--- src/hdl/fpd_consts.svh ---
// Constants for the floating-point dispatch and compatibility block
// Overview of operation
// RL1 - Legacy interrupt enable/disable and protected-mode notify opcodes complete as no-ops.
// RL2 - Examine on an empty register never reports condition code 1101 or 1111.
// RL3 - State-save pointer may be undefined when the prior instruction had no memory.
// RL4 - Transcendental error below 1 ulp round-nearest, below 1.5 ulps otherwise.
// RL5 - Transcendental results stay monotonic across the supported input domain.
// RL6 - A pending exception is reported on the wait instruction itself.
// RL7 - A split store whose second half faults may commit only the first half.
// RL8 - Each floating-point instruction waits for the previous one to complete.
// RL9 - A serializing instruction completes only after all earlier work is committed.
// RL10 - After reset, sample the coprocessor error input to detect the coprocessor type.
// RL11 - The coprocessor holds its error output at a type-identifying level after reset.
// RL12 - Neither reset nor the init operation raises a floating-point error.
// RL13 - Emulate flag set traps floating-point instructions; clear passes them to the unit.
// RL14 - Monitor flag set makes wait-type instructions test the task-switched flag.
// RL15 - Control word store returns FFFF without a unit and 037F with one.
// RL16 - Software sets emulate, monitor and numeric-error flags per the presence of a unit.
// RL17 - Under emulation every floating-point instruction raises device-not-available, vector 7.
// RL18 - Numeric-error flag selects internal error reporting instead of the external pin.
// RL19 - Wait with monitor and task-switched set traps before touching any unit state.
`ifndef FPD_CONSTS_SVH
`define FPD_CONSTS_SVH

`define FPD_CLK_NS      4
`define FPD_DETECT_NS   64

`define FPD_REG_CTRL    2'h0
`define FPD_REG_STATUS  2'h1
`define FPD_REG_INTSTAT 2'h2
`define FPD_REG_INTMASK 2'h3

`define FPD_CTRL_EMU    0
`define FPD_CTRL_MON    1
`define FPD_CTRL_NE     2
`define FPD_CTRL_TS     3
`define FPD_CTRL_RESET  4'h0

`define FPD_INT_TRAP    0
`define FPD_INT_EXC     1
`define FPD_INT_DETECT  2

`define FPD_CW_NONE     16'hffff
`define FPD_CW_PRESENT  16'h037f
`define FPD_VEC_DNA     8'h07
`define FPD_VEC_MF      8'h10
`define FPD_CC_EMPTY    4'h5
`define FPD_CC_BAD_A    4'hd
`define FPD_CC_BAD_B    4'hf

`endif

--- src/hdl/fpd_pkg.sv ---
// Types shared by the floating-point dispatch block
`default_nettype none
package fpd_pkg;
   typedef enum logic [3:0] {
      FPD_OP_LEGACY  = 4'h0,
      FPD_OP_SERIAL  = 4'h1,
      FPD_OP_WAIT    = 4'h2,
      FPD_OP_ARITH   = 4'h3,
      FPD_OP_TRANSC  = 4'h4,
      FPD_OP_INIT    = 4'h5,
      FPD_OP_CWSTORE = 4'h6,
      FPD_OP_EXAMINE = 4'h7,
      FPD_OP_SAVE    = 4'h8,
      FPD_OP_STORE   = 4'h9
   } fpd_op_t;

   typedef enum logic [1:0] {
      FPD_K_DONE = 2'h0,
      FPD_K_TRAP = 2'h1,
      FPD_K_EXC  = 2'h2
   } fpd_kind_t;

   typedef enum logic [1:0] {
      FPD_S_DETECT = 2'b00,
      FPD_S_IDLE   = 2'b01,
      FPD_S_GAP    = 2'b10
   } fpd_state_t;

   typedef struct packed {
      logic    valid;
      fpd_op_t op;
      logic    has_mem;
      logic    straddle;
      logic    lo_fault;
      logic    hi_fault;
   } fpd_req_t;

   typedef struct packed {
      logic       done;
      logic       err;
      logic       empty;
      logic [3:0] cc;
   } fpd_unit_t;

   typedef struct packed {
      logic       valid;
      fpd_kind_t  kind;
      logic [7:0] vector;
      logic [15:0] cw;
      logic [3:0] cc;
      logic       ptr_valid;
      logic       commit_lo;
      logic       commit_hi;
   } fpd_rsp_t;

   typedef struct packed {
      fpd_state_t  state;
      logic [4:0]  det_cnt;
      logic        detected;
      logic        newer;
      logic        present;
      logic [3:0]  ctrl;
      logic        outstanding;
      logic        err_pending;
      logic        last_mem;
      logic [2:0]  int_stat;
      logic [2:0]  int_mask;
      logic        irq;
      logic        waitreq;
      logic [31:0] rdata;
      fpd_rsp_t    rsp;
      logic        issue;
      fpd_op_t     issue_op;
      logic        ext_err;
   } fpd_main_st_t;
endpackage
`default_nettype wire

--- src/hdl/fpd_cc_clean.sv ---
// Condition-code cleanup for the examine operation
`default_nettype none
`include "fpd_consts.svh"
module fpd_cc_clean
(
   // From the arithmetic unit
   input  wire logic       empty,
   input  wire logic [3:0] cc_in,
   // To the dispatcher
   output logic [3:0]      cc_out
);
   // Older units could leak these two codes for an empty register
   always_comb
   begin
      cc_out = cc_in;
      if (empty && (cc_in == `FPD_CC_BAD_A || cc_in == `FPD_CC_BAD_B))
      begin
         cc_out = `FPD_CC_EMPTY; // RL2
      end
   end
endmodule
`default_nettype wire

--- src/hdl/fpd_store_split.sv ---
// Partial-commit and pointer-validity decision for memory stores
`default_nettype none
module fpd_store_split
(
   // Store attributes and the memory flag of the previous op
   input  wire logic straddle,
   input  wire logic lo_fault,
   input  wire logic hi_fault,
   input  wire logic prev_mem,
   // Decisions
   output logic      commit_lo,
   output logic      commit_hi,
   output logic      ptr_valid
);
   always_comb
   begin
      // First half may land even if the second half faults
      commit_lo = !lo_fault; // RL7
      commit_hi = !lo_fault && !(straddle && hi_fault); // RL7
      // Pointer only meaningful when the previous op touched memory
      ptr_valid = prev_mem; // RL3
   end
endmodule
`default_nettype wire

--- src/hdl/fpd_dispatch.sv ---
// Floating-point dispatch, emulation trap and coprocessor detection with Avalon-MM registers
//
// The Avalon-MM slave port and the address map were left to the implementer.
`default_nettype none
`include "fpd_consts.svh"
module fpd_dispatch
(
   // Clock and reset
   input  wire logic               core_clk,
   input  wire logic               rst,
   // Avalon-MM slave
   input  wire logic [3:0]         avs_address,
   input  wire logic               avs_read,
   input  wire logic               avs_write,
   input  wire logic [31:0]        avs_writedata,
   input  wire logic [3:0]         avs_byteenable,
   output logic [31:0]             avs_readdata,
   output logic                    avs_waitrequest,
   // Instruction request from the core and its answer
   input  wire fpd_pkg::fpd_req_t  req,
   output fpd_pkg::fpd_rsp_t       rsp,
   // Arithmetic unit or coprocessor
   input  wire fpd_pkg::fpd_unit_t unit,
   input  wire logic               coproc_error_n,
   input  wire logic               fpu_present,
   output logic                    fpu_issue,
   output fpd_pkg::fpd_op_t        fpu_op,
   output logic                    ext_err,
   // Interrupt
   output logic                    irq
);
   localparam int DETECT_CYC = (`FPD_DETECT_NS + `FPD_CLK_NS - 1) / `FPD_CLK_NS;

   fpd_pkg::fpd_main_st_t st;
   fpd_pkg::fpd_main_st_t next_st;
   logic [3:0] cc_clean;
   logic       commit_lo;
   logic       commit_hi;
   logic       ptr_valid;
   logic       is_fp;
   logic       ts_trap;
   logic       blocked;
   logic       accept;
   logic [2:0] ev;
   logic [2:0] w1c;

   fpd_cc_clean u_cc
   (
      .empty  (unit.empty),
      .cc_in  (unit.cc),
      .cc_out (cc_clean)
   );

   fpd_store_split u_split
   (
      .straddle  (req.straddle),
      .lo_fault  (req.lo_fault),
      .hi_fault  (req.hi_fault),
      .prev_mem  (st.last_mem),
      .commit_lo (commit_lo),
      .commit_hi (commit_hi),
      .ptr_valid (ptr_valid)
   );

   always_comb
   begin
      next_st = st;
      accept = 1'b0;
      ev = 3'b000;
      w1c = 3'b000;
      next_st.rsp.valid = 1'b0;
      next_st.issue = 1'b0;
      next_st.waitreq = 1'b1;
      is_fp = !(req.op == fpd_pkg::FPD_OP_LEGACY || req.op == fpd_pkg::FPD_OP_SERIAL
                || req.op == fpd_pkg::FPD_OP_WAIT);
      ts_trap = req.op == fpd_pkg::FPD_OP_WAIT && st.ctrl[`FPD_CTRL_MON]
                && st.ctrl[`FPD_CTRL_TS]; // RL14
      // Only ops that never reach the unit may pass an op still in flight
      blocked = st.outstanding && req.op != fpd_pkg::FPD_OP_LEGACY && !ts_trap
                && !(is_fp && st.ctrl[`FPD_CTRL_EMU]); // RL8 RL9
      if (unit.done)
      begin
         next_st.outstanding = 1'b0;
      end
      case (st.state)
         fpd_pkg::FPD_S_DETECT:
         begin
            if (st.det_cnt == 5'h00)
            begin
               // Coprocessor drives a type level on its error pin after reset
               next_st.detected = 1'b1;
               next_st.newer = !coproc_error_n; // RL10 RL11
               next_st.present = fpu_present;
               next_st.state = fpd_pkg::FPD_S_IDLE;
               ev[`FPD_INT_DETECT] = 1'b1;
            end
            else
            begin
               next_st.det_cnt = st.det_cnt - 5'h01;
            end
         end
         fpd_pkg::FPD_S_IDLE:
         begin
            if (req.valid && !blocked)
            begin
               accept = 1'b1;
               next_st.state = fpd_pkg::FPD_S_GAP;
               next_st.rsp.valid = 1'b1;
               next_st.rsp.kind = fpd_pkg::FPD_K_DONE;
               next_st.rsp.vector = 8'h00;
               next_st.rsp.cw = 16'h0000;
               next_st.rsp.cc = 4'h0;
               next_st.rsp.ptr_valid = 1'b0;
               next_st.rsp.commit_lo = 1'b0;
               next_st.rsp.commit_hi = 1'b0;
               case (req.op)
                  fpd_pkg::FPD_OP_LEGACY:
                  begin
                     // Obsolete opcodes retire with no side effect
                     next_st.rsp.kind = fpd_pkg::FPD_K_DONE; // RL1
                  end
                  fpd_pkg::FPD_OP_SERIAL:
                  begin
                     // Reached only once nothing is in flight
                     next_st.rsp.kind = fpd_pkg::FPD_K_DONE; // RL9
                  end
                  fpd_pkg::FPD_OP_WAIT:
                  begin
                     if (ts_trap)
                     begin
                        // Trap before any unit state is looked at
                        next_st.rsp.kind = fpd_pkg::FPD_K_TRAP; // RL19
                        next_st.rsp.vector = `FPD_VEC_DNA;
                        ev[`FPD_INT_TRAP] = 1'b1;
                     end
                     else if (st.err_pending)
                     begin
                        next_st.rsp.kind = fpd_pkg::FPD_K_EXC; // RL6
                        ev[`FPD_INT_EXC] = 1'b1;
                        if (st.ctrl[`FPD_CTRL_NE])
                        begin
                           next_st.rsp.vector = `FPD_VEC_MF; // RL18
                        end
                        else
                        begin
                           next_st.ext_err = 1'b1; // RL18
                        end
                     end
                  end
                  default:
                  begin
                     if (st.ctrl[`FPD_CTRL_EMU])
                     begin
                        next_st.rsp.kind = fpd_pkg::FPD_K_TRAP; // RL13 RL17
                        next_st.rsp.vector = `FPD_VEC_DNA; // RL17
                        ev[`FPD_INT_TRAP] = 1'b1;
                     end
                     else
                     begin
                        next_st.last_mem = req.has_mem;
                        // Transcendental accuracy and monotonicity belong to the unit
                        if (st.present)
                        begin
                           next_st.issue = 1'b1; // RL13 RL4 RL5
                           next_st.issue_op = req.op;
                           next_st.outstanding = 1'b1; // RL8
                        end
                        case (req.op)
                           fpd_pkg::FPD_OP_INIT:
                           begin
                              // Init clears reporting and never raises an error
                              next_st.err_pending = 1'b0; // RL12
                              next_st.ext_err = 1'b0; // RL12
                           end
                           fpd_pkg::FPD_OP_CWSTORE:
                           begin
                              next_st.rsp.cw = st.present ? `FPD_CW_PRESENT
                                                          : `FPD_CW_NONE; // RL15
                           end
                           fpd_pkg::FPD_OP_EXAMINE:
                           begin
                              next_st.rsp.cc = cc_clean; // RL2
                           end
                           fpd_pkg::FPD_OP_SAVE:
                           begin
                              next_st.rsp.ptr_valid = ptr_valid; // RL3
                           end
                           fpd_pkg::FPD_OP_STORE:
                           begin
                              next_st.rsp.commit_lo = commit_lo; // RL7
                              next_st.rsp.commit_hi = commit_hi; // RL7
                           end
                           default:
                           begin
                              next_st.rsp.cc = 4'h0;
                           end
                        endcase
                     end
                  end
               endcase
            end
         end
         fpd_pkg::FPD_S_GAP:
         begin
            // One idle cycle lets the core drop its request
            next_st.state = fpd_pkg::FPD_S_IDLE;
         end
         default:
         begin
            next_st.state = fpd_pkg::FPD_S_DETECT;
         end
      endcase
      // Unit error is set last so it wins over a same-cycle init clear
      if (unit.err)
      begin
         next_st.err_pending = 1'b1;
      end
      if ((avs_read || avs_write) && st.waitreq)
      begin
         next_st.waitreq = 1'b0;
      end
      if (avs_read && st.waitreq)
      begin
         case (avs_address[3:2])
            `FPD_REG_CTRL:    next_st.rdata = {28'h0000000, st.ctrl};
            `FPD_REG_STATUS:  next_st.rdata = {27'h0, st.err_pending, st.outstanding,
                                               st.present, st.newer, st.detected};
            `FPD_REG_INTSTAT: next_st.rdata = {29'h0, st.int_stat};
            `FPD_REG_INTMASK: next_st.rdata = {29'h0, st.int_mask};
            default:          next_st.rdata = 32'h00000000;
         endcase
      end
      if (avs_write && !st.waitreq && avs_byteenable[0])
      begin
         case (avs_address[3:2])
            `FPD_REG_CTRL:    next_st.ctrl = avs_writedata[3:0]; // RL16
            `FPD_REG_INTSTAT: w1c = avs_writedata[2:0];
            `FPD_REG_INTMASK: next_st.int_mask = avs_writedata[2:0];
            default:          next_st.int_mask = st.int_mask;
         endcase
      end
      next_st.int_stat = (st.int_stat & ~w1c) | ev;
      next_st.irq = |(next_st.int_stat & next_st.int_mask);
   end

   always_ff @(posedge core_clk or posedge rst)
   begin
      if (rst)
      begin
         st <= '0;
         st.state <= fpd_pkg::FPD_S_DETECT;
         st.det_cnt <= 5'(DETECT_CYC - 1);
         st.ctrl <= `FPD_CTRL_RESET;
         st.waitreq <= 1'b1;
         st.issue_op <= fpd_pkg::FPD_OP_LEGACY;
      end
      else
      begin
         st <= next_st;
      end
   end

   assign avs_readdata = st.rdata;
   assign avs_waitrequest = st.waitreq;
   assign rsp = st.rsp;
   assign fpu_issue = st.issue;
   assign fpu_op = st.issue_op;
   assign ext_err = st.ext_err;
   assign irq = st.irq;
endmodule
`default_nettype wire

--- config.mk ---
export PLATFORM = sky130hd
export DESIGN_NAME = fpd_dispatch
export DESIGN_NICKNAME = d
export VERILOG_FILES = /design/src/hdl/fpd_pkg.sv /design/src/hdl/fpd_cc_clean.sv /design/src/hdl/fpd_store_split.sv /design/src/hdl/fpd_dispatch.sv
export VERILOG_INCLUDE_DIRS = /design/src /design/src/hdl
export SDC_FILE = /design/constraint.sdc
export NUM_CORES = 1
export LEC_CHECK = 0
export BUFFER_PORTS_ARGS = -buffer_cell sky130_fd_sc_hd__buf_2
export CAP_MARGIN = 20
export CORE_UTILIZATION = 42
export CTS_CLUSTER_SIZE = 12
export DETAILED_ROUTE_END_ITERATION = 12
export GPL_TIMING_DRIVEN = 1
export PLACE_DENSITY = 0.77
export SETUP_SLACK_MARGIN = 0.4
export SYNTH_ARGS = -nofsm -noshare
export SYNTH_HDL_FRONTEND = slang
export SYNTH_SLANG_ARGS = --single-unit
export TNS_END_PERCENT = 100
--- constraint.sdc ---
create_clock -name core_clk -period 2.09 [get_ports core_clk]
set_input_delay 0.3135 -clock core_clk [delete_from_list [all_inputs] [get_ports core_clk]]
set_output_delay 0.3135 -clock core_clk [all_outputs]
set_load 0.05 [all_outputs]
Word-level counts from Yosys, hierarchy flattened. Index checks and enable logic that the tools add are counted.

$mul: 0. Reduce and logical (&&, ||, !) cells: 47. Multiplexer cells: 48. Add/sub/neg operators: 1. Shift-type cells: 0. Equal/unequal tests: 22. Bitwise gates (word level): 8. $lt $le $gt $ge: 0. Div/mod/pow operators: 0.

Operator list (count): $pmux W32 S4 (1); $mux W40 (2); $mux W16 (2); $mux W29 (1); $mux W28 (1); $mux W3 (8); $mux W10 (2); $eq A4 B4 Y1 const B (4); $mux W1 (16); $pmux W8 S2 (1); $logic_and A1 B1 Y1 (14); $eq A4 B3 Y1 const B (3); $ne A2 B2 Y1 const B (6); $mux W2 (5); $mux W5 (2); $reduce_and A2 Y1 (5); $reduce_and A5 Y1 (2); $mux W9 (1); $logic_not A1 Y1 (8); $mux W4 (2); $reduce_and A8 Y1 (1); $reduce_bool A2 Y1 (4); $and A3 B3 Y3 (2); $eq A2 B2 Y1 const B (3); other kinds (19) (30).

Memory bits (writable): 0. Flip-flop bits (word level): 97. Word-level logic and storage cells: 151. Bits in read-only memories: 0. Memories: 0. Latch bits: 0.

Logic depth before layout (Yosys ltp).
Depth in word-level cells: 14. Mapped depth: 7. Mapped depth without buffers: 7.

Cells and area by module. A second synthesis with hierarchy kept.

Cells, all modules: 266. Area, all modules: 2746.4 µm².

Modules (own cells, without submodules): fpd_dispatch (area each 2696.3 µm², times used 1, cells an instance 257); fpd_cc_clean (area each 30.0 µm², times used 1, cells an instance 6); fpd_store_split (area each 20.0 µm², times used 1, cells an instance 3).

Worst setup path before layout. OpenSTA, ideal clock, no wires.

Path kind: input port to flip-flop. Start point: in req[5] (netlist bit). End point: reg st, in the netlist ext_err. Data arrival time: 2003 ps. Stages on the path: 6. Required time: 1965 ps. Slack: -39 ps. Library setup time: 125 ps. Cell sequence: clkbuf_2 > nor4b_4 > a31oi_1 > a21o_1 > or4_4 > mux2_4.

Longest elaborated chain between the ends: 10.

Ends and longest elaborated chain: from (decl) (line fpd_dispatch.sv:20) `input wire fpd_pkg::fpd_req_t req,`; $eq A4 B1 Y1 or $logic_not A4 Y1 (tied branches) (line fpd_dispatch.sv:74, fpd_dispatch.sv:116); $logic_or A1 B1 Y1 (line fpd_dispatch.sv:74) `is_fp = !(req.op == fpd_pkg::FPD_OP_LEGACY || req.op == fpd_pkg::FPD_OP_SERIAL`; $logic_or A1 B1 Y1 (line fpd_dispatch.sv:75) `|| req.op == fpd_pkg::FPD_OP_WAIT);`; $logic_not A1 Y1 (line fpd_dispatch.sv:74); $logic_and A1 B1 Y1 (line fpd_dispatch.sv:80) `` && !(is_fp && st.ctrl[`FPD_CTRL_EMU]); ``; $logic_not A1 Y1 (line fpd_dispatch.sv:80); $logic_and A1 B1 Y1 (line fpd_dispatch.sv:79) `blocked = st.outstanding && req.op != fpd_pkg::FPD_OP_LEGACY && !ts_trap`; $logic_not A1 Y1 (line fpd_dispatch.sv:104) `if (req.valid && !blocked)`; $logic_and A1 B1 Y1 (line fpd_dispatch.sv:104); $reduce_and A8 Y1 (no line); to (signal assigned) (line fpd_dispatch.sv:259) `st <= next_st;`; to (decl) (line fpd_dispatch.sv:34) `fpd_pkg::fpd_main_st_t st;`.

Parallel ways exist; a longest one is shown, timed or not. A chain may end at the register's enable or synchronous reset.

Worst setup path in the final report.
Start point: in req[4] (netlist bit). End point: reg st, in the netlist ext_err.

The elaborated chain is that of the path after synthesis.

==> impl_metrics.env <==
export IMPL_diodes=0
export IMPL_synth_warnings=0
export IMPL_grt_max_degree=26
export IMPL_routed_wl_um=5420
export IMPL_finClkSkew_ps=15.0
export IMPL_async_flop_share_pct=100
export IMPL_syn_cell_area_um2=2750
export IMPL_fillers=577
export IMPL_synth_edf_count=0
export IMPL_hold_ws_ps=-1.57
export IMPL_drc=0
export IMPL_cap_viol_max_count=0
export IMPL_endpoint_kind="flop"
export IMPL_overflow=0
export IMPL_clock_fmax_mhz=571
export IMPL_cts_htree_levels=2
export IMPL_pin_count=136
export IMPL_clkSinkCount=49
export IMPL_cts_buffers=5
export IMPL_totalPowerFinal_uw=3690
export IMPL_grt_pass1_wl_um=8860
export IMPL_rsz0062_at_grt="true"
export IMPL_setup_viol=0
export IMPL_synth_cell_types=43
export IMPL_cts_root_buf="clkbuf_8"
export IMPL_start_util_pct=43.3
export IMPL_grt_pass1_vias=1859
export IMPL_synth_area_leaders="dfrtp_1, buf_4, mux2_2"
export IMPL_clk_pin_slew_ps=110
export IMPL_ant_nets=0
export IMPL_gr_usage_all_layers_pct=16.0
export IMPL_ir_drop_uv=666
export IMPL_syn_to_final_growth_pct=15.5
export IMPL_drive_above_1_share_pct=45.9
export IMPL_min_path_type="primary input to async pin"
export IMPL_io_buffers=71
export IMPL_cts_tree="yes"
export IMPL_hpwlAfterDp_um=3920
export IMPL_yosysMostFrequentCell="buf_4"
export IMPL_die_h_um=83.0
export IMPL_fp_row_count=29
export IMPL_ys_seq_area_share_pct=44.8
export IMPL_antenna_found_initial=0
export IMPL_final_hold_viol_count=1
export IMPL_coreArea_um2=6350
export IMPL_via_per_inst=4.77
export IMPL_netlist_top_cells_count="buf_4, dfrtp_1, nand2_1"
export IMPL_die_area_um2=6880
export IMPL_p_leak_uw=0.00163
export IMPL_die_w_um=83.0
export IMPL_drtPass1Iterations=4
export IMPL_powerDensity_nw_per_um2=1160
export IMPL_drtIter0Drc=69
export IMPL_worstPathArrival_ps=1960
export IMPL_gp_congestion=0.805
export IMPL_required_ps=2290
export IMPL_ys_ff_latch=49
export IMPL_fin_crit_ps=1750
export IMPL_fin_crit_sh_pct=83.8
export IMPL_synth_cells=270
export IMPL_violations="negative hold slack"
export IMPL_avgSynthCellArea_um2=10.2
export IMPL_critPathKind="primary input to flop"
export IMPL_insertion_delay_ps=310
export IMPL_status="finished with violations"
export IMPL_clockBufferDepth=2
export IMPL_synthFlopType="dfrtp_1"
export IMPL_yosysTopAreaCell="dfrtp_1"
export IMPL_post_drt_wl_per_cell_um=13.4
export IMPL_synth_top_cell_area_share_pct=40.0
export IMPL_start_kind="primary input"
export IMPL_nNetsFinal=392
export IMPL_worstPathMaxFanout=8
export IMPL_slew_violations=0
export IMPL_via_count=1937
==> worst max-delay path: stages <==
cell and delay (ps):
buf_2 160, buf_4 170, a211o_1 180, nand2_1 90, a21o_1 210, or4_4 530
mux2_4 300
==> where the power goes <==
group / internal (µW) / leakage, µW / switching, µW
Clock: 244 / 0.0000423 / 347
Combinational: 492 / 0.000984 / 1250
Sequential: 1190 / 0.000602 / 176
==> path summary, 6_finish.rpt <==
path	start	endpoint	slack (ps)	cells after the start
min in group core_clk	avs_read	avs_waitrequest	150	2
worst min register to register	st[89]	st[89]	480	1
max in group asynchronous	rst	st[92]	1420	3
worst max register to register	st[96]	ext_err	340	4
worst min-delay path	rst	st[95]	-2	2
worst max-delay path	req[4]	ext_err	340	7
==> cell families (layout without fill, tap and decap cells) <==
logic type / Yosys count / in the layout / share of synthesized area [%]
simple gates: 65 / 65 / 12.2
flops: 49 / 49 / 44.8
mux: 17 / 17 / 8.27
other cells: 1 / 31 / 0.136
xor+xnor: 4 / 4 / 1.27
compound gates: 41 / 41 / 9.86
fa+ha+maj: 2 / 2 / 0.909
buf+inv: 91 / 120 / 22.5
==> per-layer routing <==
layer	global-route usage (%)	vias up	wire, µm
li1	-	925	-
met1	18.8	929	2190
met2	27.9	70	2840
met3	3.68	13	244
met4	6.74	0	144
met5	0	-	0
==> placed cells by master (no fill, tap or decap), types with 3 or more instances in the layout <==
cell type	instances
buf_2	68
dfrtp_1	42
nand2_1	33
conb_1	31
buf_4	29
o21ai_0	17
mux2_2	12
inv_1	9
nor2_1	5
o31ai_1	5
dfstp_2	5
clkbuf_8	5
a21o_1	3
nand3_1	3
inv_2	3
a21oi_1	3
mux4_2	3
==> what timing repair did <==
action | in CTS | in global routing
pin swaps | 10 | 9
gates resized for setup | 10 | 11
hold buffers | 0 | 0
buffers inserted | 10 | 7
setup endpoints to repair | 7 | 10
==> cell type report <==
| cell class | count | area, µm² | area share [%] |
|---|---|---|---|
| flip-flops and latches | 49 | 1230 | 38.8 |
| clock buffers | 5 | 68.8 | 2.16 |
| clock inverters | 3 | 26.3 | 0.826 |
| multi-input cells | 160 | 1110 | 35.0 |
| repair buffers | 100 | 596 | 18.7 |
| well taps | 77 | 96.3 | 3.03 |
| inverters | 12 | 45.0 | 1.42 |
==> stage by stage <==
stage                     instance area (µm²)  utilization, %  cells  setup slack [ps]  TNS (ps)
after floorplan                          2900               -    300             -13.4     -13.4
after global placement                   2860            45.0    381             -17.4     -38.3
after CTS                                3070            48.4    399               330         0
final                                    3180            50.1    406               338         0
after global routing                     3180            50.1    406               275         0
after detailed placement                 2860            45.0    381             -62.7      -210
==> registers in the layout (all words and copies together) (netlist names) <==
name             flops
st                  23
rsp                 13
avs_readdata         5
fpu_op               4
avs_waitrequest      1
ext_err              1
fpu_issue            1
irq                  1
Note: power is estimated with default switching activity, not from simulation.
